==> config.mk <==
export PLATFORM = sky130hd
export DESIGN_NAME = ogma_top
export DESIGN_NICKNAME = d
export VERILOG_FILES = /design/src/design/ogma_pkg.sv /design/src/design/ogma_top.sv /design/src/design/ogma_unpack.sv
export SDC_FILE = /design/constraint.sdc
export NUM_CORES = 1
export LEC_CHECK = 0
export BUFFER_PORTS_ARGS = -buffer_cell sky130_fd_sc_hd__clkbuf_2
export CORE_MARGIN = 4
export CORE_UTILIZATION = 41
export CTS_BUF_LIST = sky130_fd_sc_hd__clkbuf_2
export CTS_CLUSTER_SIZE = 10
export DETAILED_ROUTE_END_ITERATION = 7
export HOLD_SLACK_MARGIN = 0.03
export PLACE_DENSITY_LB_ADDON = 0.15
export SYNTH_ARGS = -nofsm -noshare
export SYNTH_HDL_FRONTEND = slang
export SYNTH_SLANG_ARGS = --single-unit
==> constraint.sdc <==
create_clock -name I_MCLK -period 9 [get_ports I_MCLK]
set_input_delay 1.8 -clock I_MCLK [delete_from_list [all_inputs] [get_ports I_MCLK]]
set_output_delay 1.8 -clock I_MCLK [all_outputs]
set_load 0.03 [all_outputs]
==> src/design/ogma_pkg.sv <==
// Package for the on-screen display glyph memory addressing block.
// Assumes one system clock and an extended RAM with a byte-wide read port.
package ogma_pkg;

	// Byte offsets of the special-function pointer bytes above their base address.
	localparam logic [1:0] OGMA_SFR_ARR0_LO = 2'h0;
	localparam logic [1:0] OGMA_SFR_ARR0_HI = 2'h1;
	localparam logic [1:0] OGMA_SFR_ARR1_LO = 2'h2;
	localparam logic [1:0] OGMA_SFR_ARR1_HI = 2'h3;

	// Reset value of both pointer array locations.
	localparam logic [15:0] OGMA_PTR_RESET = 16'h0000;

	// Byte offsets of the glyph area pointers inside pointer array one.
	localparam logic [15:0] OGMA_ARR1_ONE_BIT = 16'h0000;
	localparam logic [15:0] OGMA_ARR1_TWO_BIT = 16'h0002;
	localparam logic [15:0] OGMA_ARR1_FOUR_BIT = 16'h0004;

	// Pixels in one glyph line and bits in one byte.
	localparam logic [15:0] OGMA_PIX_PER_LINE = 16'h000C;
	localparam logic [15:0] OGMA_BITS_PER_BYTE = 16'h0008;

	// Glyph colour resolutions.
	typedef enum logic [1:0]
	{
		OGMA_MODE_1BIT = 2'h0,
		OGMA_MODE_2BIT = 2'h1,
		OGMA_MODE_4BIT = 2'h2
	} ogma_mode_t;

	// One glyph fetch request from the pixel pipeline.
	typedef struct packed
	{
		ogma_mode_t mode;
		logic [7:0] index;
		logic [3:0] line_count;
		logic [3:0] line;
		logic [3:0] pixel;
	} ogma_req_t;

	// Unpacked glyph byte: up to eight pixel values in byte order, leftmost first.
	typedef struct packed
	{
		logic [7:0] raw;
		logic [3:0] count;
		logic [7:0][3:0] pix;
	} ogma_pix_t;

endpackage

==> src/design/ogma_top.sv <==
// Glyph memory address generator for the on-screen display engine.
// Assumes the core writes the pointer bytes on the same clock and that the
// extended RAM answers each read with a one-cycle acknowledge carrying the byte.
// Summary of operation
// All glyph data and pointer arrays are fetched from extended RAM only.
// Four pointer bytes locate two pointer arrays in extended RAM.
// Bytes at base locate array zero; bytes at base plus two, array one.
// Two-bit mode: four pixels a byte, bit7 is pixel zero bit zero.
// Two-bit mode: three bytes a line; eleven lines give glyph stride 21h.
// Four-bit mode: two pixels a byte, upper nibble first, bit zero at bit7.
// Four-bit mode: six bytes a line; eleven lines give glyph stride 42h.
// Every glyph starts at a fresh byte; spare trailing nibbles are skipped.
// Array pointers are two bytes, low first; glyph areas at 0, 2, 4.
// Address is area pointer plus index times glyph size plus byte offset.
`timescale 1ns/100ps
`default_nettype none
module ogma_top
	import ogma_pkg::*;
#(
	parameter int ADDR_W = 16
)
(
	// Clock and reset.
	input wire logic I_MCLK,
	input wire logic I_RST_B,
	// Special-function pointer port from the core.
	input wire logic I_SFR_WR,
	input wire logic I_SFR_RD,
	input wire logic [1:0] I_SFR_ADDR,
	input wire logic [7:0] I_SFR_WDATA,
	output logic [7:0] O_SFR_RDATA,
	// Glyph requests from the pixel pipeline.
	input wire logic I_REQ_VALID,
	input wire ogma_req_t I_REQ,
	output logic O_REQ_READY,
	output logic O_PIX_VALID,
	output ogma_pix_t O_PIX,
	output logic [ADDR_W-1:0] O_GLYPH_ADDR,
	// Extended RAM read port.
	output logic O_EXTENDED_RAM_RD,
	output logic [ADDR_W-1:0] O_EXTENDED_RAM_ADDR,
	input wire logic I_EXTENDED_RAM_ACK,
	input wire logic [7:0] I_EXTENDED_RAM_RDATA
);

	// Fetch sequence, Gray coded along the usual path.
	typedef enum logic [2:0]
	{
		OGMA_ST_IDLE = 3'b000,
		OGMA_ST_PTR_REQ = 3'b001,
		OGMA_ST_PTR_LO = 3'b011,
		OGMA_ST_PTR_HI = 3'b010,
		OGMA_ST_DATA = 3'b110,
		OGMA_ST_DONE = 3'b100
	} ogma_state_t;

	// Glyph byte address from area pointer, request and resolution.
	function automatic logic [ADDR_W-1:0] glyph_addr(input logic [15:0] area,
		input ogma_req_t req);
		logic [15:0] bpp;
		logic [15:0] glyph_bytes;
		logic [15:0] bit_off;
		bpp = (req.mode == OGMA_MODE_4BIT) ? 16'h0004 :
			(req.mode == OGMA_MODE_2BIT) ? 16'h0002 : 16'h0001;
		// Round the glyph up to whole bytes so the next glyph starts fresh.
		glyph_bytes = (16'(req.line_count) * OGMA_PIX_PER_LINE * bpp
			+ OGMA_BITS_PER_BYTE - 16'h0001) / OGMA_BITS_PER_BYTE;
		bit_off = (16'(req.line) * OGMA_PIX_PER_LINE + 16'(req.pixel)) * bpp;
		glyph_addr = ADDR_W'(area + 16'(req.index) * glyph_bytes
			+ bit_off / OGMA_BITS_PER_BYTE);
	endfunction

	// Pointer array locations held in the special-function bytes.
	logic [15:0] arr0_loc;
	logic [15:0] arr1_loc;
	logic [15:0] next_arr0_loc;
	logic [15:0] next_arr1_loc;
	logic [7:0] sfr_rdata;
	logic [7:0] next_sfr_rdata;

	// Fetch state.
	ogma_state_t state;
	ogma_state_t next_state;
	ogma_req_t req;
	ogma_req_t next_req;
	logic [15:0] area;
	logic [15:0] next_area;
	logic extended_ram_rd;
	logic next_extended_ram_rd;
	logic [ADDR_W-1:0] extended_ram_addr;
	logic [ADDR_W-1:0] next_extended_ram_addr;
	logic [ADDR_W-1:0] glyph_byte_addr;
	logic [ADDR_W-1:0] next_glyph_byte_addr;
	logic pix_valid;
	logic next_pix_valid;
	ogma_pix_t pix;
	ogma_pix_t next_pix;
	ogma_pix_t unpacked;
	logic [15:0] arr1_slot;
	logic req_ready;

	// Pixel unpacking of the byte arriving from extended RAM.
	ogma_unpack i_ogma_unpack
	(
		.i_mode(req.mode),
		.i_byte(I_EXTENDED_RAM_RDATA),
		.o_pix(unpacked)
	);

	// Pointer byte writes and read-back.
	always_comb
	begin
		next_arr0_loc = arr0_loc;
		next_arr1_loc = arr1_loc;
		next_sfr_rdata = sfr_rdata;
		if (I_SFR_WR)
		begin
			case (I_SFR_ADDR)
				OGMA_SFR_ARR0_LO: next_arr0_loc[7:0] = I_SFR_WDATA;
				OGMA_SFR_ARR0_HI: next_arr0_loc[15:8] = I_SFR_WDATA;
				OGMA_SFR_ARR1_LO: next_arr1_loc[7:0] = I_SFR_WDATA;
				OGMA_SFR_ARR1_HI: next_arr1_loc[15:8] = I_SFR_WDATA;
				default: next_arr0_loc = arr0_loc;
			endcase
		end
		if (I_SFR_RD)
		begin
			case (I_SFR_ADDR)
				OGMA_SFR_ARR0_LO: next_sfr_rdata = arr0_loc[7:0];
				OGMA_SFR_ARR0_HI: next_sfr_rdata = arr0_loc[15:8];
				OGMA_SFR_ARR1_LO: next_sfr_rdata = arr1_loc[7:0];
				OGMA_SFR_ARR1_HI: next_sfr_rdata = arr1_loc[15:8];
				default: next_sfr_rdata = 8'h00;
			endcase
		end
	end

	always_ff @(posedge I_MCLK or negedge I_RST_B)
	begin
		if (!I_RST_B)
		begin
			arr0_loc <= OGMA_PTR_RESET;
			arr1_loc <= OGMA_PTR_RESET;
			sfr_rdata <= 8'h00;
		end
		else
		begin
			arr0_loc <= next_arr0_loc;
			arr1_loc <= next_arr1_loc;
			sfr_rdata <= next_sfr_rdata;
		end
	end

	// Slot in pointer array one that holds the area pointer for this mode.
	always_comb
	begin
		case (req.mode)
			OGMA_MODE_2BIT: arr1_slot = OGMA_ARR1_TWO_BIT;
			OGMA_MODE_4BIT: arr1_slot = OGMA_ARR1_FOUR_BIT;
			default: arr1_slot = OGMA_ARR1_ONE_BIT;
		endcase
	end

	// Two-level fetch: area pointer low byte, high byte, then the glyph byte.
	always_comb
	begin
		next_state = state;
		next_req = req;
		next_area = area;
		next_extended_ram_rd = 1'b0;
		next_extended_ram_addr = extended_ram_addr;
		next_glyph_byte_addr = glyph_byte_addr;
		next_pix_valid = 1'b0;
		next_pix = pix;
		case (state)
			OGMA_ST_IDLE:
			begin
				// A request is only taken while ready is shown, never in the cycle after reset.
				if (I_REQ_VALID && req_ready)
				begin
					next_req = I_REQ;
					next_state = OGMA_ST_PTR_REQ;
				end
			end
			OGMA_ST_PTR_REQ:
			begin
				// One read pulse for the low byte of this mode's area pointer.
				next_extended_ram_rd = 1'b1;
				next_extended_ram_addr = ADDR_W'(arr1_loc + arr1_slot);
				next_state = OGMA_ST_PTR_LO;
			end
			OGMA_ST_PTR_LO:
			begin
				// Wait for the answer to the single read pulse.
				if (I_EXTENDED_RAM_ACK)
				begin
					next_area[7:0] = I_EXTENDED_RAM_RDATA;
					next_extended_ram_rd = 1'b1;
					next_extended_ram_addr = ADDR_W'(arr1_loc + arr1_slot + 16'h0001);
					next_state = OGMA_ST_PTR_HI;
				end
			end
			OGMA_ST_PTR_HI:
			begin
				if (I_EXTENDED_RAM_ACK)
				begin
					next_area[15:8] = I_EXTENDED_RAM_RDATA;
					next_glyph_byte_addr = glyph_addr({I_EXTENDED_RAM_RDATA, area[7:0]}, req);
					next_extended_ram_rd = 1'b1;
					next_extended_ram_addr = glyph_addr({I_EXTENDED_RAM_RDATA, area[7:0]}, req);
					next_state = OGMA_ST_DATA;
				end
			end
			OGMA_ST_DATA:
			begin
				if (I_EXTENDED_RAM_ACK)
				begin
					next_pix = unpacked;
					next_pix_valid = 1'b1;
					next_state = OGMA_ST_DONE;
				end
			end
			OGMA_ST_DONE:
			begin
				next_state = OGMA_ST_IDLE;
			end
			default:
			begin
				next_state = OGMA_ST_IDLE;
			end
		endcase
	end

	always_ff @(posedge I_MCLK or negedge I_RST_B)
	begin
		if (!I_RST_B)
		begin
			state <= OGMA_ST_IDLE;
			req <= '0;
			area <= 16'h0000;
			extended_ram_rd <= 1'b0;
			extended_ram_addr <= '1;
			glyph_byte_addr <= '0;
			pix_valid <= 1'b0;
			pix <= '0;
		end
		else
		begin
			state <= next_state;
			req <= next_req;
			area <= next_area;
			extended_ram_rd <= next_extended_ram_rd;
			extended_ram_addr <= next_extended_ram_addr;
			glyph_byte_addr <= next_glyph_byte_addr;
			pix_valid <= next_pix_valid;
			pix <= next_pix;
		end
	end

	// Ready is registered from the next state: high in every idle cycle but the first after reset, including the one that takes a request.
	always_ff @(posedge I_MCLK or negedge I_RST_B)
	begin
		if (!I_RST_B)
		begin
			req_ready <= 1'b0;
		end
		else
		begin
			req_ready <= (next_state == OGMA_ST_IDLE);
		end
	end

	// Outputs straight from flip-flops.
	assign O_SFR_RDATA = sfr_rdata;
	assign O_REQ_READY = req_ready;
	assign O_PIX_VALID = pix_valid;
	assign O_PIX = pix;
	assign O_GLYPH_ADDR = glyph_byte_addr;
	assign O_EXTENDED_RAM_RD = extended_ram_rd;
	assign O_EXTENDED_RAM_ADDR = extended_ram_addr;

endmodule
`default_nettype wire

==> src/design/ogma_unpack.sv <==
// Glyph byte unpacker: splits one extended RAM byte into pixel values.
// Assumes the mode is stable while the byte is presented; purely combinational.
`timescale 1ns/100ps
`default_nettype none
module ogma_unpack
	import ogma_pkg::*;
(
	// Byte and resolution in.
	input wire ogma_mode_t i_mode,
	input wire logic [7:0] i_byte,
	// Pixels out.
	output ogma_pix_t o_pix
);

	// Lane k holds the k-th pixel from the left; a pixel's bit zero sits highest.
	always_comb
	begin
		o_pix = '0;
		o_pix.raw = i_byte;
		case (i_mode)
			OGMA_MODE_1BIT:
			begin
				o_pix.count = 4'h8;
				for (int k = 0; k < 8; k++)
				begin
					o_pix.pix[k] = {3'h0, i_byte[7 - k]};
				end
			end
			OGMA_MODE_2BIT:
			begin
				o_pix.count = 4'h4;
				for (int k = 0; k < 4; k++)
				begin
					o_pix.pix[k] = {2'h0, i_byte[6 - 2 * k], i_byte[7 - 2 * k]};
				end
			end
			OGMA_MODE_4BIT:
			begin
				o_pix.count = 4'h2;
				for (int k = 0; k < 2; k++)
				begin
					o_pix.pix[k] = {i_byte[4 - 4 * k], i_byte[5 - 4 * k],
						i_byte[6 - 4 * k], i_byte[7 - 4 * k]};
				end
			end
			default:
			begin
				o_pix.count = 4'h0;
			end
		endcase
	end

endmodule
`default_nettype wire

==> impl_metrics.yaml <==
status:
  status: "finished clean"
global_routing:
  antenna_found_initial: 1
  grt_pass1_wl_um: 44700
  grt_overflow: 0
  grt_max_degree: 69
  grt_pass1_vias: 8156
  track_usage_pct: 19.4
floorplanning:
  pin_count: 133
  initial_utilization_pct: 41.8
  rows: 59
  core_sq_um: 26100
  die_area_sq_um: 29300
  die_h_um: 171
  die_w_um: 171
timing:
  finalClockSkew_ns: 0.0393
  drv_slew: 0
  fin_crit_ns: 8.51
  fmax_mhz: 118
  worstMarginPinSlew_ns: 0.952
  setup_viol: 0
  finalCritPeriodShare_pct: 94.6
  setup_tns_ns: 0
  finalHoldViolations: 0
  rsz0062_at_grt: "no"
  relSlewSlack_pct: 36.4
critical_path:
  worst_ep_required_time_ns: 9.72
  crit_buf_inv: 5
  worstSetupStartpointType: "flop"
  path_common_cell: "fa_1"
  worst-setup-path-type: "reg2reg"
  cp.arrival_ns: 9.23
  slowest_stage: "fa_1"
  path_delay_family: "adder cells"
  crit_fanout: 5
  endpoint_kind: "flop"
  slowest_delay_ns: 0.53
routing:
  viasPerCell: 5.16
  top_layer: "met4"
  dr_wl_met3_um: 1730
  drt-initial-drc-count: 473
  drt_pass1_iterations: 5
  vias: 8087
  drc: 0
  wl_per_cell_um: 17.5
  ant_nets: 0
  routed_wl_um: 27400
  wl_met2_um: 12200
  drt-met1-wl_um: 13100
clocking:
  cts_tree: "yes"
  htreeDepth: 4
  cts_sinks: 135
  clk_latency_ns: 0.77
  cts_made_buffers: 17
  clock_path_buffers: 2
  cts_hold_buf: 0
  cts.clk_slew.worst_paths_ns: 0.29
  clock-root-buffer: "clkbuf_2"
placement:
  dp_cells: 1532
  io_buffers: 115
  routabilityCongestion: 0.850
  place_area_sq_um: 11800
  hpwlAfterDp_um: 21400
yosys:
  ys_seq_area_share_pct: 31.1
  synth_area_leaders: "dfrtp_1 27%, fa_1 14%, ha_1 9.4%, mux2_2 7.0%, nand2_1 4.9%"
  synth.avg_cell_area_sq_um: 9.85
  netlist_area_sq_um: 10900
  synth-seq-cells: 135
  synth_most_common_cell: "nand2_1"
  synth_top_cell_by_area: "dfrtp_1"
  synth_top_cells_by_count: "143 x nand2_1, 122 x inv_1, 119 x dfrtp_1, 82 x ha_1, 79 x fa_1"
  synth_top_area_share_pct: 27.3
  synth_ff_type: "dfrtp_1"
  yosys_warnings: 0
  synthCells: 1108
  async_reset_ff_share_pct: 100
  synth_edf_count: 0
  yosysUniqueCellTypes: 72
finish:
  drive_gt1_share_pct: 22.3
  utilization_pct: 46.4
  area_delta_synth_final_pct: 11.1
  fin_nets: 1425
  postLayoutCellArea_sq_um: 12100
  stdcell_count: 1567
worst_hold_path:
  hold_class: "reg2reg"
run:
  cap_violations: 0
-- area by class of cell --
| cell class | count | area (sq um) |
|---|---|---|
| Fill cell | 2582 | 14000 |
| Clock buffer | 17 | 85.1 |
| Multi-Input combinational cell | 809 | 6850 |
| Inverter | 122 | 458 |
| Antenna cell | 1 | 2.50 |
| Tap cell | 335 | 419 |
| Clock inverter | 15 | 194 |
| Timing Repair Buffer | 133 | 717 |
| Sequential cell | 135 | 3400 |
-- flip-flops by register name (all words and copies together), names as in the netlist, 3 cells and up --
name and count:
arr1_loc 16, O_GLYPH_ADDR 16, O_EXTENDED_RAM_ADDR 16, arr0_loc 16, O_PIX 27, req 22, state 3, O_SFR_RDATA 8
area 8
-- worst min-delay path, delay by kind of cell, from the launching register on --
| family | cells | cell delay [ns] |
|---|---|---|
| AOI/OAI and AO/OA | 1 | 0.06 |
| DFF | 1 | 0.43 |
| and+or+nand+nor | 1 | 0.04 |
-- what timing repair did --
action	CTS	global route
setup endpoints to repair	0	7
setup buffers	0	2
gates resized for setup	0	4
-- cells in the final DEF, fill, tap and decap left out, drive strengths merged, types with 5 or more instances in the layout --
master / netlist / final
nand2: 143 / 143
clkbuf: 33 / 131
inv: 122 / 130
dfrtp: 119 / 119
ha: 82 / 82
fa: 79 / 79
mux2: 69 / 69
o21ai: 52 / 52
nor2: 44 / 44
and2: 38 / 38
xnor2: 29 / 29
a21oi: 24 / 24
nand2b: 24 / 24
xor2: 24 / 24
nand3: 22 / 22
nor2b: 19 / 19
buf: 25 / 19
conb: 1 / 17
dfstp: 16 / 16
a21o: 13 / 13
nor3: 13 / 13
o21a: 11 / 11
mux4: 8 / 8
a211oi: 7 / 7
clkinv: 0 / 7
and3: 6 / 6
or3: 5 / 5
a31oi: 5 / 5
nor4: 5 / 5
-- worst paths after layout --
| kind | start | to | slack, ns | depth (start not counted) |
|---|---|---|---|---|
| max in group asynchronous | I_RST_B | O_PIX[12] | 6.67 | 2 |
| min in group asynchronous | I_RST_B | O_SFR_RDATA[4] | 0.97 | 1 |
| max | req[8] | O_EXTENDED_RAM_ADDR[14] | 0.49 | 30 |
| min reg2reg | O_EXTENDED_RAM_ADDR[5] | O_EXTENDED_RAM_ADDR[5] | 0.50 | 2 |
| max reg2reg | req[8] | O_EXTENDED_RAM_ADDR[14] | 0.49 | 30 |
| min | O_EXTENDED_RAM_ADDR[5] | O_EXTENDED_RAM_ADDR[5] | 0.50 | 2 |
-- layer usage --
| layer | up-vias | track usage, % |
|---|---|---|
| met5 | - | 0 |
| met4 | 0 | 4.65 |
| met3 | 23 | 5.29 |
| met2 | 173 | 29.2 |
| met1 | 4019 | 28.1 |
| li1 | 3872 | - |
-- cell families after synthesis --
group | share of synthesized area (%)
simple gates | 15.8
buf+inv | 6.93
fa+ha+maj | 23.9
compound gates | 8.90
flops | 31.1
mux | 9.04
xor+xnor | 4.32
other cells | 0.0343
-- per-stage QoR --
| stage | hold WS, ns | setup WS (ns) |
|---|---|---|
| after floorplan | 0.450 | 0.796 |
| after global placement | 0.450 | 0.540 |
| after detailed placement | 0.457 | 0.396 |
| after CTS | 0.503 | 0.306 |
| after global routing | 0.510 | 0.0352 |
| final | 0.498 | 0.490 |
Power is not shown: default switching activity piles up to over one toggle a cycle in this logic, so the estimate is an artifact.
